## config.mk

```make
export PLATFORM = sky130hd
export DESIGN_NAME = exception_entry
export DESIGN_NICKNAME = d
export VERILOG_FILES = /design/src/exc_pkg.sv /design/src/entry_state_builder.sv /design/src/align_checker.sv /design/src/exception_entry.sv
export SDC_FILE = /design/constraint.sdc
export NUM_CORES = 1
export LEC_CHECK = 0
export BUFFER_PORTS_ARGS = -buffer_cell sky130_fd_sc_hd__buf_2
export CORE_UTILIZATION = 50
export DETAILED_ROUTE_END_ITERATION = 6
export PLACE_DENSITY = 0.75
export SYNTH_ARGS = -nofsm -noshare
export SYNTH_HDL_FRONTEND = slang
export SYNTH_HIERARCHICAL = 1
export SYNTH_SLANG_ARGS = --single-unit
```

## constraint.sdc

```tcl
create_clock -name clk_i -period 10.55 [get_ports clk_i]
set_clock_uncertainty 0.2 [all_clocks]
set_input_delay 1.5825 -clock clk_i [delete_from_list [all_inputs] [get_ports clk_i]]
set_output_delay 1.5825 -clock clk_i [all_outputs]
set_load 0.005 [all_outputs]
```

## src/exc_pkg.sv

```systemverilog
// Constants shared by the exception-entry block and its helpers.
// Assumes a 64-bit core; bit n of the big-endian numbering is vector bit 63-n.
package exc_pkg;

    // ------------------------------------------------------------
    // Register offsets (byte addresses on the plain port)
    // ------------------------------------------------------------
    localparam logic [7:0] OFF_RET    = 8'h00;
    localparam logic [7:0] OFF_SAVED  = 8'h08;
    localparam logic [7:0] OFF_MS     = 8'h10;
    localparam logic [7:0] OFF_FSTAT  = 8'h18;
    localparam logic [7:0] OFF_FADDR  = 8'h20;
    localparam logic [7:0] OFF_STATUS = 8'h28;

    // ------------------------------------------------------------
    // Machine state field positions (vector numbering)
    // ------------------------------------------------------------
    localparam int MS_WIDE     = 63;
    localparam int MS_NAP      = 18;
    localparam int MS_IENDIAN  = 16;
    localparam int MS_XIRQ_EN  = 15;
    localparam int MS_USER     = 14;
    localparam int MS_FPU      = 13;
    localparam int MS_MCHK     = 12;
    localparam int MS_FXM_LO   = 11;
    localparam int MS_STEP     = 10;
    localparam int MS_BR_TRACE = 9;
    localparam int MS_FXM_HI   = 8;
    localparam int MS_ITRANS   = 5;
    localparam int MS_DTRANS   = 4;
    localparam int MS_PMARK    = 2;
    localparam int MS_RECOV    = 1;
    localparam int MS_LENDIAN  = 0;

    // Saved-state bits copied from machine state; all others cleared
    localparam logic [63:0] SAVED_COPY_MASK  = 64'h8000_0000_0000_ff73;
    localparam logic [63:0] SAVED_CLEAR_MASK = 64'h0000_0000_783f_0000;

    // ------------------------------------------------------------
    // Reset values, vectors, geometry
    // ------------------------------------------------------------
    localparam logic [63:0] REG_RST      = 64'h0;
    localparam logic [63:0] EXT_VECTOR   = 64'h0000_0000_0000_0500;
    localparam logic [63:0] ALIGN_VECTOR = 64'h0000_0000_0000_0600;
    localparam int          PAGE_BITS    = 12;
    localparam int          CAUSE_W      = 7;

    typedef enum logic [2:0] {
        KIND_INT     = 3'h0,
        KIND_FLOAT   = 3'h1,
        KIND_MULTI   = 3'h2,
        KIND_STRING  = 3'h3,
        KIND_RESERVE = 3'h4,
        KIND_CSTORE  = 3'h5,
        KIND_EXTCTL  = 3'h6,
        KIND_CZERO   = 3'h7
    } mem_kind_t;

endpackage : exc_pkg

```

## src/entry_state_builder.sv

```systemverilog
// Builds saved state and rewritten machine state for exception entry.
// Pure combinational; the caller registers the results.
module entry_state_builder (
    input  wire logic [63:0] ms_i,
    output logic      [63:0] saved_o,
    output logic      [63:0] ms_o
);

    always_comb begin
        saved_o = ms_i & exc_pkg::SAVED_COPY_MASK;
        ms_o                       = ms_i;
        ms_o[exc_pkg::MS_WIDE]     = 1'b1;
        ms_o[exc_pkg::MS_NAP]      = 1'b0;
        ms_o[exc_pkg::MS_XIRQ_EN]  = 1'b0;
        ms_o[exc_pkg::MS_USER]     = 1'b0;
        ms_o[exc_pkg::MS_FPU]      = 1'b0;
        ms_o[exc_pkg::MS_FXM_LO]   = 1'b0;
        ms_o[exc_pkg::MS_STEP]     = 1'b0;
        ms_o[exc_pkg::MS_BR_TRACE] = 1'b0;
        ms_o[exc_pkg::MS_FXM_HI]   = 1'b0;
        ms_o[exc_pkg::MS_ITRANS]   = 1'b0;
        ms_o[exc_pkg::MS_DTRANS]   = 1'b0;
        ms_o[exc_pkg::MS_PMARK]    = 1'b0;
        ms_o[exc_pkg::MS_RECOV]    = 1'b0;
        ms_o[exc_pkg::MS_LENDIAN]  = ms_i[exc_pkg::MS_IENDIAN];
    end

endmodule : entry_state_builder

```

## src/align_checker.sv

```systemverilog
// Classifies one memory access as alignment-faulting or not.
// Assumes the MMU reports segment, block and attribute crossings.
module align_checker #(
    parameter bit CSTORE_FAIL_ALIGN = 1'b1
) (
    input  wire logic [63:0]                 ea_i,
    input  wire logic [7:0]                  size_i,
    input  wire exc_pkg::mem_kind_t          kind_i,
    input  wire logic                        wt_i,
    input  wire logic                        ci_i,
    input  wire logic                        seg_cross_i,
    input  wire logic                        attr_differ_i,
    input  wire logic                        cstore_fail_i,
    input  wire logic                        dtrans_i,
    input  wire logic                        lendian_i,
    output logic                             hit_o,
    output logic [exc_pkg::CAUSE_W-1:0]      cause_o
);

    logic [12:0] last_off;
    logic        page_cross;
    logic        misalign;
    logic        word_mis;
    logic        slow_mem;
    logic        multi;

    always_comb begin
        last_off   = {1'b0, ea_i[exc_pkg::PAGE_BITS-1:0]} + {5'h0, size_i} - 13'h1;
        // Boundaries only exist while data translation is on
        page_cross = dtrans_i && last_off[12];
        misalign   = (ea_i[7:0] & (size_i - 8'h1)) != 8'h0;
        word_mis   = ea_i[1:0] != 2'h0;
        slow_mem   = wt_i || ci_i;
        multi      = kind_i == exc_pkg::KIND_MULTI;
        cause_o    = '0;
        cause_o[0] = kind_i == exc_pkg::KIND_FLOAT && (word_mis || page_cross);
        cause_o[1] = (multi || kind_i == exc_pkg::KIND_EXTCTL) ? word_mis :
                     (kind_i == exc_pkg::KIND_RESERVE
                      || kind_i == exc_pkg::KIND_CSTORE) ? misalign : 1'b0;
        cause_o[2] = kind_i == exc_pkg::KIND_INT && misalign && lendian_i;
        cause_o[3] = (multi || kind_i == exc_pkg::KIND_STRING)
                     && (slow_mem || lendian_i);
        cause_o[4] = multi && dtrans_i && (seg_cross_i || attr_differ_i);
        cause_o[5] = misalign && slow_mem;
        cause_o[6] = slow_mem && (kind_i == exc_pkg::KIND_CZERO
                     || kind_i == exc_pkg::KIND_RESERVE
                     || (kind_i == exc_pkg::KIND_CSTORE
                         && (CSTORE_FAIL_ALIGN || !cstore_fail_i)));
        hit_o      = |cause_o;
    end

endmodule : align_checker

```

## src/exception_entry.sv

```systemverilog
// Exception entry for the external interrupt and alignment exceptions.
// Assumes the core stalls fetch on redirect and reports accesses in order.

// What this block does
// - Take external interrupt when request asserted
// - Hold off when higher priority or disabled
// - Entry never clears the external request
// - Return address is next instruction address
// - Clear saved-state bits 33-36, 42-47
// - Copy bits 0,48-55,57-59,62-63 from state
// - Rewrite machine state for handler entry
// - Redirect fetch to external interrupt vector
// - Alignment saves state and reports cause
// - Float operand misaligned or crossing page
// - Multiple, reservation, control ops need alignment
// - Misaligned single access in little-endian
// - Multiple/string in slow memory or little-endian
// - Multiple crossing segment, block or attributes
// - Misaligned access to slow memory faults
// - Cache zero, reservation ops on slow memory
// - Failing conditional store fault is selectable
// - Fault status/address update may be skipped
// - Domains: segment, block, page, unmapped range
// - Domains exist only with translation on
// - Alignment return address is faulting instruction
module exception_entry #(
    parameter bit          UPDATE_FAULT_REGS = 1'b1,
    parameter bit          CSTORE_FAIL_ALIGN = 1'b1,
    parameter logic [63:0] ALIGN_VEC         = exc_pkg::ALIGN_VECTOR
) (
    input  wire logic               clk_i,
    input  wire logic               rstn_i,
    input  wire logic               ext_irq_i,
    input  wire logic               higher_prio_i,
    input  wire logic [63:0]        next_pc_i,
    input  wire logic               mem_valid_i,
    input  wire logic [63:0]        mem_pc_i,
    input  wire logic [63:0]        mem_ea_i,
    input  wire logic [7:0]         mem_size_i,
    input  wire exc_pkg::mem_kind_t mem_kind_i,
    input  wire logic               mem_wt_i,
    input  wire logic               mem_ci_i,
    input  wire logic               mem_seg_cross_i,
    input  wire logic               mem_attr_differ_i,
    input  wire logic               mem_cstore_fail_i,
    input  wire logic [7:0]         addr_i,
    input  wire logic [63:0]        wdata_i,
    input  wire logic               we_i,
    input  wire logic               re_i,
    output logic      [63:0]        rdata_o,
    output logic                    redirect_o,
    output logic      [63:0]        redirect_pc_o,
    output logic                    ext_taken_o,
    output logic                    align_taken_o,
    output logic      [63:0]        machine_state_o
);

    // ------------------------------------------------------------
    // Types and helpers
    // ------------------------------------------------------------
    typedef enum logic [1:0] {
        ST_RUN      = 2'b00,
        ST_REDIRECT = 2'b01
    } entry_state_t;

    function automatic logic wr_hit(input logic [7:0] a, input logic [7:0] off);
        wr_hit = a == off;
    endfunction : wr_hit

    entry_state_t               state_q;
    entry_state_t               state_d;
    logic [2:0]                 irq_sync_q;
    logic                       irq_lvl_q;
    logic [63:0]                era_q;
    logic [63:0]                esv_q;
    logic [63:0]                ms_q;
    logic [63:0]                fstat_q;
    logic [63:0]                faddr_q;
    logic [1:0]                 last_cause_q;
    logic [63:0]                rd_d;
    logic [63:0]                saved_w;
    logic [63:0]                ms_entry_w;
    logic                       align_hit;
    logic [exc_pkg::CAUSE_W-1:0] align_cause;
    logic                       run;
    logic                       align_take;
    logic                       ext_take;
    logic                       any_take;

    // ------------------------------------------------------------
    // Request synchroniser
    // ------------------------------------------------------------
    always_ff @(posedge clk_i) begin
        if (!rstn_i) begin
            irq_sync_q <= 3'h0;
        end else begin
            irq_sync_q <= {irq_sync_q[1:0], ext_irq_i};
        end
    end

    // Level accepted only once two late stages agree
    always_ff @(posedge clk_i) begin
        if (!rstn_i) begin
            irq_lvl_q <= 1'b0;
        end else if (irq_sync_q[1] == irq_sync_q[2]) begin
            irq_lvl_q <= irq_sync_q[1];
        end
    end

    // ------------------------------------------------------------
    // Detection and arbitration
    // ------------------------------------------------------------
    align_checker #(
        .CSTORE_FAIL_ALIGN (CSTORE_FAIL_ALIGN)
    ) u_align (
        .ea_i          (mem_ea_i),
        .size_i        (mem_size_i),
        .kind_i        (mem_kind_i),
        .wt_i          (mem_wt_i),
        .ci_i          (mem_ci_i),
        .seg_cross_i   (mem_seg_cross_i),
        .attr_differ_i (mem_attr_differ_i),
        .cstore_fail_i (mem_cstore_fail_i),
        .dtrans_i      (ms_q[exc_pkg::MS_DTRANS]),
        .lendian_i     (ms_q[exc_pkg::MS_LENDIAN]),
        .hit_o         (align_hit),
        .cause_o       (align_cause)
    );

    entry_state_builder u_build (
        .ms_i    (ms_q),
        .saved_o (saved_w),
        .ms_o    (ms_entry_w)
    );

    // Synchronous alignment fault outranks the asynchronous request
    always_comb begin
        run        = state_q == ST_RUN;
        align_take = run && mem_valid_i && !higher_prio_i && align_hit;
        ext_take   = run && irq_lvl_q && ms_q[exc_pkg::MS_XIRQ_EN]
                     && !higher_prio_i && !align_take;
        any_take   = align_take || ext_take;
    end

    // ------------------------------------------------------------
    // Entry sequencer
    // ------------------------------------------------------------
    always_comb begin
        case (state_q)
            ST_RUN:      state_d = any_take ? ST_REDIRECT : ST_RUN;
            ST_REDIRECT: state_d = ST_RUN;
            default:     state_d = ST_RUN;
        endcase
    end

    always_ff @(posedge clk_i) begin
        if (!rstn_i) begin
            state_q <= ST_RUN;
        end else begin
            state_q <= state_d;
        end
    end

    always_ff @(posedge clk_i) begin
        if (!rstn_i) begin
            redirect_o    <= 1'b0;
            redirect_pc_o <= exc_pkg::REG_RST;
            ext_taken_o   <= 1'b0;
            align_taken_o <= 1'b0;
        end else begin
            redirect_o    <= any_take;
            ext_taken_o   <= ext_take;
            align_taken_o <= align_take;
            if (align_take) begin
                redirect_pc_o <= ALIGN_VEC;
            end else if (ext_take) begin
                redirect_pc_o <= exc_pkg::EXT_VECTOR;
            end
        end
    end

    // ------------------------------------------------------------
    // Architected registers; entry wins over a software write
    // ------------------------------------------------------------
    always_ff @(posedge clk_i) begin
        if (!rstn_i) begin
            era_q <= exc_pkg::REG_RST;
        end else if (align_take) begin
            era_q <= mem_pc_i;
        end else if (ext_take) begin
            era_q <= next_pc_i;
        end else if (we_i && wr_hit(addr_i, exc_pkg::OFF_RET)) begin
            era_q <= wdata_i;
        end
    end

    always_ff @(posedge clk_i) begin
        if (!rstn_i) begin
            esv_q <= exc_pkg::REG_RST;
        end else if (any_take) begin
            esv_q <= saved_w;
        end else if (we_i && wr_hit(addr_i, exc_pkg::OFF_SAVED)) begin
            esv_q <= wdata_i;
        end
    end

    always_ff @(posedge clk_i) begin
        if (!rstn_i) begin
            ms_q <= exc_pkg::REG_RST;
        end else if (any_take) begin
            ms_q <= ms_entry_w;
        end else if (we_i && wr_hit(addr_i, exc_pkg::OFF_MS)) begin
            ms_q <= wdata_i;
        end
    end

    // Skipping these updates leaves stale contents, which software must ignore
    always_ff @(posedge clk_i) begin
        if (!rstn_i) begin
            fstat_q <= exc_pkg::REG_RST;
            faddr_q <= exc_pkg::REG_RST;
        end else if (align_take && UPDATE_FAULT_REGS) begin
            fstat_q <= {{(64 - exc_pkg::CAUSE_W){1'b0}}, align_cause};
            faddr_q <= mem_ea_i;
        end else if (we_i && wr_hit(addr_i, exc_pkg::OFF_FSTAT)) begin
            fstat_q <= wdata_i;
        end else if (we_i && wr_hit(addr_i, exc_pkg::OFF_FADDR)) begin
            faddr_q <= wdata_i;
        end
    end

    always_ff @(posedge clk_i) begin
        if (!rstn_i) begin
            last_cause_q <= 2'h0;
        end else if (any_take) begin
            last_cause_q <= {align_take, ext_take};
        end
    end

    always_ff @(posedge clk_i) begin
        if (!rstn_i) begin
            machine_state_o <= exc_pkg::REG_RST;
        end else begin
            machine_state_o <= any_take ? ms_entry_w : 
                               (we_i && wr_hit(addr_i, exc_pkg::OFF_MS)) ? wdata_i : ms_q;
        end
    end

    // ------------------------------------------------------------
    // Read port; request stays visible since entry never acknowledges it
    // ------------------------------------------------------------
    always_comb begin
        rd_d = 64'h0;
        case (addr_i)
            exc_pkg::OFF_RET:    rd_d = era_q;
            exc_pkg::OFF_SAVED:  rd_d = esv_q;
            exc_pkg::OFF_MS:     rd_d = ms_q;
            exc_pkg::OFF_FSTAT:  rd_d = fstat_q;
            exc_pkg::OFF_FADDR:  rd_d = faddr_q;
            exc_pkg::OFF_STATUS: rd_d = {60'h0, last_cause_q,
                                 irq_lvl_q && !ms_q[exc_pkg::MS_XIRQ_EN], irq_lvl_q};
            default:             rd_d = 64'h0;
        endcase
    end

    always_ff @(posedge clk_i) begin
        if (!rstn_i) begin
            rdata_o <= 64'h0;
        end else begin
            rdata_o <= re_i ? rd_d : 64'h0;
        end
    end
endmodule : exception_entry

```

# After elaboration in Yosys (flattened, before gate mapping)
# Cells that the tools add are included.
# totals
regBits	398
inputBits	287
out_inout_bits	195
# op_classes
addsub	3
eq_ne	14
muxes	18
bitwise	3
n_reduce_logical	53
# op_table
cell	n
two-way mux 64 bit	10
one-hot mux 64 bit (6 select lines)	1
logical AND 1 bit	22
two-way mux 11 bit	2
== test 8 x 5 -> 1 bit, second input constant	2
== test 8 x 6 -> 1 bit, second input constant	2
two-way mux 7 bit	2
adder 12 x 8 -> 13 bit	1
subtractor 13 x 1 -> 13 bit, second input constant	1
== test 3 bit, second input constant	4
nonzero test 2 bit	6
logical OR 1 bit	10
bitwise AND 8 bit	1
== test 8 x 4 -> 1 bit, second input constant	1
zero test 8 bit	1
AND reduction 2 bit	4
nonzero test 8 bit	1
subtractor 8 x 1 -> 8 bit, second input constant	1
OR reduction 7 bit	1
== test 3 x 2 -> 1 bit, second input constant	2
OR reduction 2 bit	2
== test 3 x 1 -> 1 bit, second input constant	1
zero test 1 bit	3
zero test 3 bit	1
6 further kinds	9

# Logic depth before layout (Yosys ltp)
# Gate-level depths: netlist of the first run.
# logic_depth
ltp_word	12
ltp_mapped	17

# Modules after synthesis
# The synthesis of the first run kept the hierarchy.
# modules_own_cells
mod	n_inst	cells_per_inst	area_per_inst_um2
exception_entry	1	2093	18375.1
entry_state_builder	1	130	968.4
align_checker	1	117	752.0

# Worst setup path after synthesis of the first run
# OpenSTA, ideal clock, no wires.
# synth_timing
path_type	input port to flip-flop
startpoint	input port mem_size_i[7]
endpoint	register fstat_q[4]
arrival_ps	4395
required_ps	10276
setup_slack_ps	5881
path_stages	16
n_path_buf	3
path_cell_list	inv_1 > ha_1 > inv_1 > ha_1 > a21oi_1 > o21ai_0 > a22oi_1 > mux2i_1 > o211ai_1 > a211o_1 > nand4bb_1 > buf_2 > buf_1 > clkbuf_1 > o21ai_0 > a31oi_1
# synth_via
elab_chain_len	8
word_cells_on_any_way	17
classes_between	3 x add/sub; 3 x mux; 1 x bitwise; 10 x reduce/logical
# synth_rtl
item	line	rtl
start, declared	exception_entry.sv:39	input wire logic [7:0] mem_size_i,
adder 12 x 8 -> 13 bit *	align_checker.sv:28	last_off = {1'b0, ea_i[exc_pkg::PAGE_BITS-1:0]} + {5'h0, size_i} - 13'h1;
subtractor 13 x 1 -> 13 bit *	align_checker.sv:28	
logical AND 1 bit *	align_checker.sv:30	page_cross = dtrans_i && last_off[12];
logical OR 1 bit *	align_checker.sv:36	cause_o[0] = kind_i == exc_pkg::KIND_FLOAT && (word_mis || page_cross);
logical AND 1 bit *	align_checker.sv:36	
named net align_cause (one bit)	exception_entry.sv:84	logic [exc_pkg::CAUSE_W-1:0] align_cause;
OR reduction 7 bit *	align_checker.sv:49	hit_o = |cause_o;
named net align_hit	exception_entry.sv:83	logic align_hit;
logical AND 1 bit *	exception_entry.sv:139	align_take = run && mem_valid_i && !higher_prio_i && align_hit;
two-way mux 7 bit / nonzero test 2 bit (equally long branches)	n/a	
end signal, assigned	exception_entry.sv:220	fstat_q <= exc_pkg::REG_RST;
end signal, assigned	exception_entry.sv:223	fstat_q <= {{(64 - exc_pkg::CAUSE_W){1'b0}}, align_cause};
end signal, assigned	exception_entry.sv:226	fstat_q <= wdata_i;
end, declared	exception_entry.sv:77	logic [63:0] fstat_q;
# Mark *: on every way through the listed nets, which the timed path passes. The rest lies on a longest branch.
# A chain may end at the register's enable or synchronous reset.

# Worst setup path after layout of the first run
# layout_timing
startpoint	input port mem_size_i[2]
endpoint	register era_q[37]
# layout_via
elab_chain_len	11
word_cells_on_any_way	20
classes_between	3 x add/sub; 4 x mux; 1 x bitwise; 12 x reduce/logical
# layout_rtl
item	line	rtl
adder 12 x 8 -> 13 bit *	align_checker.sv:28	
subtractor 13 x 1 -> 13 bit *	align_checker.sv:28	
logical AND 1 bit *	align_checker.sv:30	
logical OR 1 bit *	align_checker.sv:36	
logical AND 1 bit *	align_checker.sv:36	
named net align_cause (one bit)	exception_entry.sv:84	
OR reduction 7 bit *	align_checker.sv:49	
named net align_hit	exception_entry.sv:83	
logical AND 1 bit *	exception_entry.sv:139	
zero test 1 bit	exception_entry.sv:141	&& !higher_prio_i && !align_take;
logical AND 1 bit	exception_entry.sv:141	
two-way mux 64 bit	exception_entry.sv:190	end else if (ext_take) begin
two-way mux 64 bit	exception_entry.sv:188	end else if (align_take) begin
end signal, assigned	exception_entry.sv:187	era_q <= exc_pkg::REG_RST;
end signal, assigned	exception_entry.sv:189	era_q <= mem_pc_i;
end signal, assigned	exception_entry.sv:191	era_q <= next_pc_i;
end, declared	exception_entry.sv:74	logic [63:0] era_q;
# Marked as above.

==> summary.md, run 1 <==
| Metric | Value |
|---|---|
| Period Utilization, post-route | 0.535 |
| Setup violations, final | 0 |
| Clk_lat worst skew | 0.57 ns |
| Status | finished clean |
| Resize count post-CTS | 0 |
| CTS tree | built |
| Critical path peak fanout | 101 |
| Die area | 41000 µm² |
| Setup WS post-layout | 4.90 ns |
| Clk sinks | 396 |
| Synth Flop Type | dfxtp_1 |
| Tightest Pin Transition | 1.43 ns |
| Setup WS pre-CTS | 4.50 ns |
| Remaining DRCs | 0 |
| Share of cells above drive strength 1 | 0.228 |
| Register area share after synthesis | 0.394 |
| Setup TNS | 0 ns |
| Hold WS | 0.254 ns |
| Die X-Extent | 202 µm |
| Postcts setup bufs | 0 |
| Syn avg cell area | 8.59 µm² |
| Synth unique cells | 62 |
| CP top delay family | buffers and inverters |
| HP Class | reg2reg |
| Layout Utilization | 0.568 |
| CTS Root Cell | clkbuf_16 |
| Drt first pass iters | 6 |
| Global-route usage over all layers | 0.338 |
| Worst VDD drop | 0.000111 V |
| Clk slew on worst S/H paths | 0.06 ns |
| Vias per cell | 6.13 |
| CTS Buf Count | 44 |
| Post-DP HPWL | 42.2 mm |
| CP cell instances | buf_2 > inv_1 > ha_1 > inv_1 > ha_1 > o211ai_1 > o21ai_0 > a22oi_1 > mux2i_1 > o211ai_1 > a211o_1 > a22oi_1 > nor2_4 > buf_4 > buf_4 > o31ai_1 > a31oi_1 |
| PwrDens | 161 nW/µm² |
| CP peak stage delay | 0.99 ns |
| Largest net degree at the start of global routing | 113 |
| Cells after Synth | 2340 |
| Most frequent cells in the layout | buf_2 (416), dfxtp_1 (396), nand2_1 (360), a31oi_1 (187), o31ai_1 (168) |
| Syn-to-layout area delta | 12.0% |
| Post-layout min period | 5.65 ns |
| Setup crit end kind | flip-flop |
| CP max-delay cell | buf_4 |
| Net count, final | 2844 |
| Gpl congestion | 0.863 |
| Via count | 19.0k |
| Global-route wire length before repair | 107 mm |
| CP Data Arrival Time | 5.93 ns |
| H-tree depth | 2 |
| Synth async-reset ratio | 0 |
| Starting Density | 0.507 |
| Hold-fix buffers, CTS | 0 |
| I/O Buffers | 419 |
| Chip height | 202 µm |
| EDFF count, synth | 0 |
| F_max | 177 MHz |
| Critical Path Source Type | input port |
| # rows | 73 |
| Synth Register Bits | 396 |
| Syn Std Cell Area | 20100 µm² |
| Worst EP required | 10.83 ns |
| Static leakage | 0.00974 µW |
| Pwr Total | 3630 µW |
| Core footprint | 39600 µm² |
| Max cap viols | 0 |
| Final Max Tran Viols | 0 |
| Remaining global-route overflow | 0 |
| Endpoints failing hold | 0 |
| RSZ-0062 raised after global routing | false |
| Clock Tree Buf Depth | 3 |
| I/O pins | 482 |
| Critical path class | in2reg |
| Vias in the first global route | 18.2k |
| Remaining antenna violation count | 0 |
| Buf/Inv on CP | 5 |
| Worst slew margin | 0.0486 |
| Yosys warnings | 6 |
| Routed WL | 72.4 mm |
| Iter 0 DRT Violations | 1773 |
| Drt wl/cell | 23.4 µm |
| Most common cell after layout, fill and taps aside | buf_2 |
| Initial antenna violation count | 8 |
area by class of cell:
class / count / area (µm²)
inverter: 38 / 143
clock inverter: 6 / 80.1
clock buffer: 68 / 1300
tap: 525 / 657
sequential: 396 / 7930
timing repair buffer: 441 / 2280
fill: 3608 / 17100
multi-input combinational: 1618 / 10100
antenna: 8 / 20.0
state kept, by name, summed over array words and instances (netlist names), 3 cells and up:
name             count
faddr_q             64
rdata_o             64
irq_sync_q           3
esv_q               64
machine_state_o     64
fstat_q             64
era_q               64
redirect_pc_o        3
cells by family after synthesis:
| group | share of synthesized area |
|---|---|
| buf+inv | 0.130 |
| simple gates | 0.102 |
| other cells | 0.000560 |
| xor+xnor | 0.00218 |
| compound gates | 0.267 |
| fa+ha+maj | 0.0112 |
| mux | 0.0926 |
| flops | 0.394 |
power by group:
group | internal [µW] | total, µW | switching (µW)
combinational | 186 | 493 | 307
clock | 890 | 1500 | 614
sequential | 1580 | 1630 | 54.6
synth_stat cells (5+ instances only):
| cell type | instances | area (µm²) |
|---|---|---|
| nand2_1 | 362 | 1360 |
| mux2_2 | 52 | 586 |
| o31ai_1 | 168 | 1260 |
| buf_4 | 200 | 1500 |
| o2bb2ai_1 | 29 | 254 |
| o21ai_1 | 59 | 295 |
| o221ai_1 | 11 | 96.3 |
| buf_6 | 14 | 158 |
| nor2_1 | 50 | 188 |
| nor2b_1 | 5 | 31.3 |
| a32oi_1 | 22 | 193 |
| buf_2 | 64 | 320 |
| mux2i_1 | 123 | 1230 |
| buf_1 | 13 | 48.8 |
| dfxtp_1 | 396 | 7930 |
| clkbuf_1 | 118 | 443 |
| inv_1 | 38 | 143 |
| o22ai_1 | 16 | 100 |
| a31oi_1 | 187 | 1170 |
| a21oi_1 | 153 | 766 |
| o21ai_0 | 51 | 255 |
| nor4_1 | 5 | 31.3 |
| ha_1 | 18 | 225 |
| and2_1 | 9 | 56.3 |
| a22oi_1 | 110 | 826 |
final timing paths:
check / depth (start not counted) / to / from / slack (ns)
max: 17 / era_q[37] / mem_size_i[2] / 4.90
min: 2 / fstat_q[46] / fstat_q[46] / 0.25
max reg2reg: 11 / era_q[37] / machine_state_o[4] / 6.32
min reg2reg: 2 / fstat_q[46] / fstat_q[46] / 0.25
routing by layer:
layer / vias to the layer above / share of wire / wire, µm / GRT usage
li1: 8634 / - / - / -
met1: 8957 / 0.39 / 28400 / 0.423
met2: 1228 / 0.46 / 33100 / 0.545
met3: 178 / 0.11 / 8030 / 0.0777
met4: 0 / 0.040 / 2880 / 0.173
met5: - / 0 / 0 / 0
worst reg2reg max path: cells and delay by family (launching register included):
kind                   cells  cell delay, ns
and+or+nand+nor            2            0.44
DFF                        1            0.43
muxes                      1            0.13
buffers and inverters      3            1.87
AOI/OAI and AO/OA          5            1.08
through the flow:
stage                     cell area (µm²)  instances
final                               22500       3100
after global routing                22500       3098
after CTS                           22500       3092
after detailed placement            21100       3018
after global placement              21100       3018
after floorplan                     20500       2461
Power figures use the tool's default switching activity.
==> run 2: changes to the inputs <==
Settings changed: CORE_UTILIZATION 50 to 49, PLACE_DENSITY 0.75 to 0.77.
Clock period 10.55 ns to 4.54 ns, I/O delays scaled along.
==> summary.md, run 2 (synthesis gave the netlist of run 1 again) <==
| Metric | Value |
|---|---|
| Switching Share | 0.274 (+0.00550) |
| Net Sw Power | 2310 µW (+140%) |
| CTS Root Cell | clkbuf_16 |
| Placed Area | 21500 µm² (+1.8%) |
| Post-layout min period | 3.88 ns |
| Hold-fix buffers, CTS | 0 (unchanged) |
| I/O Buffers | 419 (unchanged) |
| Core footprint | 40100 µm² (+1.2%) |
| RSZ-0062 raised after global routing | false |
| Post-DP HPWL | 45.3 mm (+7.3%) |
| Global routing usage on met3 | 0.0577 (-0.0199) |
| Max cap viols | 0 (unchanged) |
| Post-route cell area | 22800 µm² (+1.5%) |
| Status | finished clean |
| Remaining global-route overflow | 0 (unchanged) |
| HP Class | in2reg |
| Syn-to-layout area delta | 13.7% |
| CTS tree | built |
| Setup TNS | 0 ns (unchanged) |
| Routed WL | 73.5 mm (+1.4%) |
| Sequential Power Share | 0.452 (+0.002) |
| Comb power frac | 0.141 (+0.005) |
| Share of cells above drive strength 1 | 0.238 (+0.00967) |
| # rows | 73 (unchanged) |
| Setup crit end kind | flip-flop |
| Clk sinks | 396 (unchanged) |
| PwrDens | 368 nW/µm² (+130%) |
| CTS Buf Count | 43 (-2.3%) |
| Drt first pass iters | 7 (+1) |
| Starting Density | 0.501 (-0.00577) |
| Resize count post-CTS | 0 (unchanged) |
| Gpl congestion | 0.897 (+4.0%) |
| Global-route wire length before repair | 109 mm (+2.0%) |
| Postcts setup bufs | 0 (unchanged) |
| Via count | 19.3k (+1.8%) |
| Clock Tree Buf Depth | 3 (unchanged) |
| Setup WS post-layout | 0.657 ns (-4.25 ns) |
| Clk slew on worst S/H paths | 0.06 ns (about the same) |
| Period Utilization, post-route | 0.855 |
| Tightest Pin Transition | 1.29 ns (-0.140 ns) |
| Drt wl/cell | 23.5 µm (+0.59%) |
| Most frequent cells in the layout | buf_2 (416), dfxtp_1 (396), nand2_1 (360), a31oi_1 (187), o31ai_1 (168) |
| Final Max Tran Viols | 0 (unchanged) |
| Remaining DRCs | 0 (unchanged) |
| Global-route usage over all layers | 0.340 (+0.00118) |
| Die X-Extent | 205 µm (+1.0%) |
| Chip height | 205 µm (+1.0%) |
| Largest net degree at the start of global routing | 187 (+65%) |
| Net count, final | 2871 (+0.95%) |
| I/O pins | 482 (unchanged) |
| Vias in the first global route | 18.5k (+1.6%) |
| Worst VDD drop | 0.000280 V (+150%) |
| Worst EP required | 4.72 ns (-6.11 ns) |
| Global Route met2 Usage | 0.556 (+0.0106) |
| Static leakage | 0.00993 µW (+2.0%) |
| Critical path class | in2reg |
| F_max | 258 MHz |
| Iter 0 DRT Violations | 1928 (+8.7%) |
| Setup WS pre-CTS | 0.152 ns (-4.35 ns) |
| Most Crowded Layer GR | met2 |
| Worst slew margin | 0.140 (+0.0912) |
| Clock share of power | 0.408 (-0.006) |
| Remaining antenna violation count | 0 (unchanged) |
| Endpoints failing hold | 0 (unchanged) |
| Critical path peak fanout | 64 (-37%) |
| Critical Path Source Type | input port |
| Die area | 41800 µm² (+2.0%) |
| Met1 usage | 0.431 (+0.00811) |
| Setup violations, final | 0 (unchanged) |
| Clk_lat worst skew | 0.55 ns (-0.02 ns) |
| Initial antenna violation count | 11 (+3) |
| Vias per cell | 6.19 (+0.97%) |
| H-tree depth | 2 (unchanged) |
| Internal power component | 6100 µW (+130%) |
| Most common cell after layout, fill and taps aside | buf_2 |
| CP Data Arrival Time | 4.06 ns (-1.87 ns) |
[run 2: cell type report]
type | instances | area, µm²
clock inverters | 11 | 83.8
flip-flops and latches | 396 | 7930
repair buffers | 469 | 2660
clock buffers | 61 | 1260
diodes | 8 | 20.0
inverters | 38 | 143
well taps | 525 | 657
fillers | 3609 | 17300
multi-input cells | 1618 | 10100
[run 2: final timing paths]
kind | from | endpoint | cells past startpoint | slack [ns]
setup reg to reg | machine_state_o[4] | esv_q[15] | 9 | 1.24
setup / recovery | mem_size_i[2] | esv_q[15] | 15 | 0.66
hold reg to reg | fstat_q[58] | fstat_q[58] | 2 | 0.25
hold / removal | ext_irq_i | irq_sync_q[0] | 2 | 0.15
[run 2: metrics by stage]
stage               power (µW)  hold slack, ns  utilization  instances
floorplan                 4670           0.212            -       2461
finish                    8410           0.147        0.570       3126
global placement          4980           0.238        0.536       3046
CTS                       8400           0.130        0.569       3118
global route              8680           0.129        0.570       3125
detailed placement        5020           0.247        0.536       3046
[run 2: power groups by stage]
stage               clock, µW  sequential (µW)  combinational, µW
floorplan                   0             3840                833
CTS                      3440             3790               1160
global route             3590             3820               1270
finish                   3430             3800               1180
global placement            0             3850               1130
detailed placement          0             3870               1160
[run 2: worst max-delay path, cell delays in order]
cell and delay, ns:
buf_2 0.15, inv_1 0.06, ha_1 0.26, inv_1 0.04, ha_1 0.27, o211ai_1 0.09
o21ai_0 0.27, a22oi_1 0.13, mux2i_1 0.15, o211ai_1 0.18, a211o_1 0.26, a22oi_1 0.16
nor2_4 0.26, or2_4 0.87, a31oi_1 0.21
[run 2: routing by layer]
| metal | vias to the layer above | routed length [µm] | part of all wire |
|---|---|---|---|
| met5 | - | 8 | 0.00011 |
| met4 | 2 | 3420 | 0.047 |
| met3 | 244 | 7560 | 0.10 |
| met2 | 1286 | 33900 | 0.46 |
| met1 | 9138 | 28500 | 0.39 |
| li1 | 8672 | - | - |
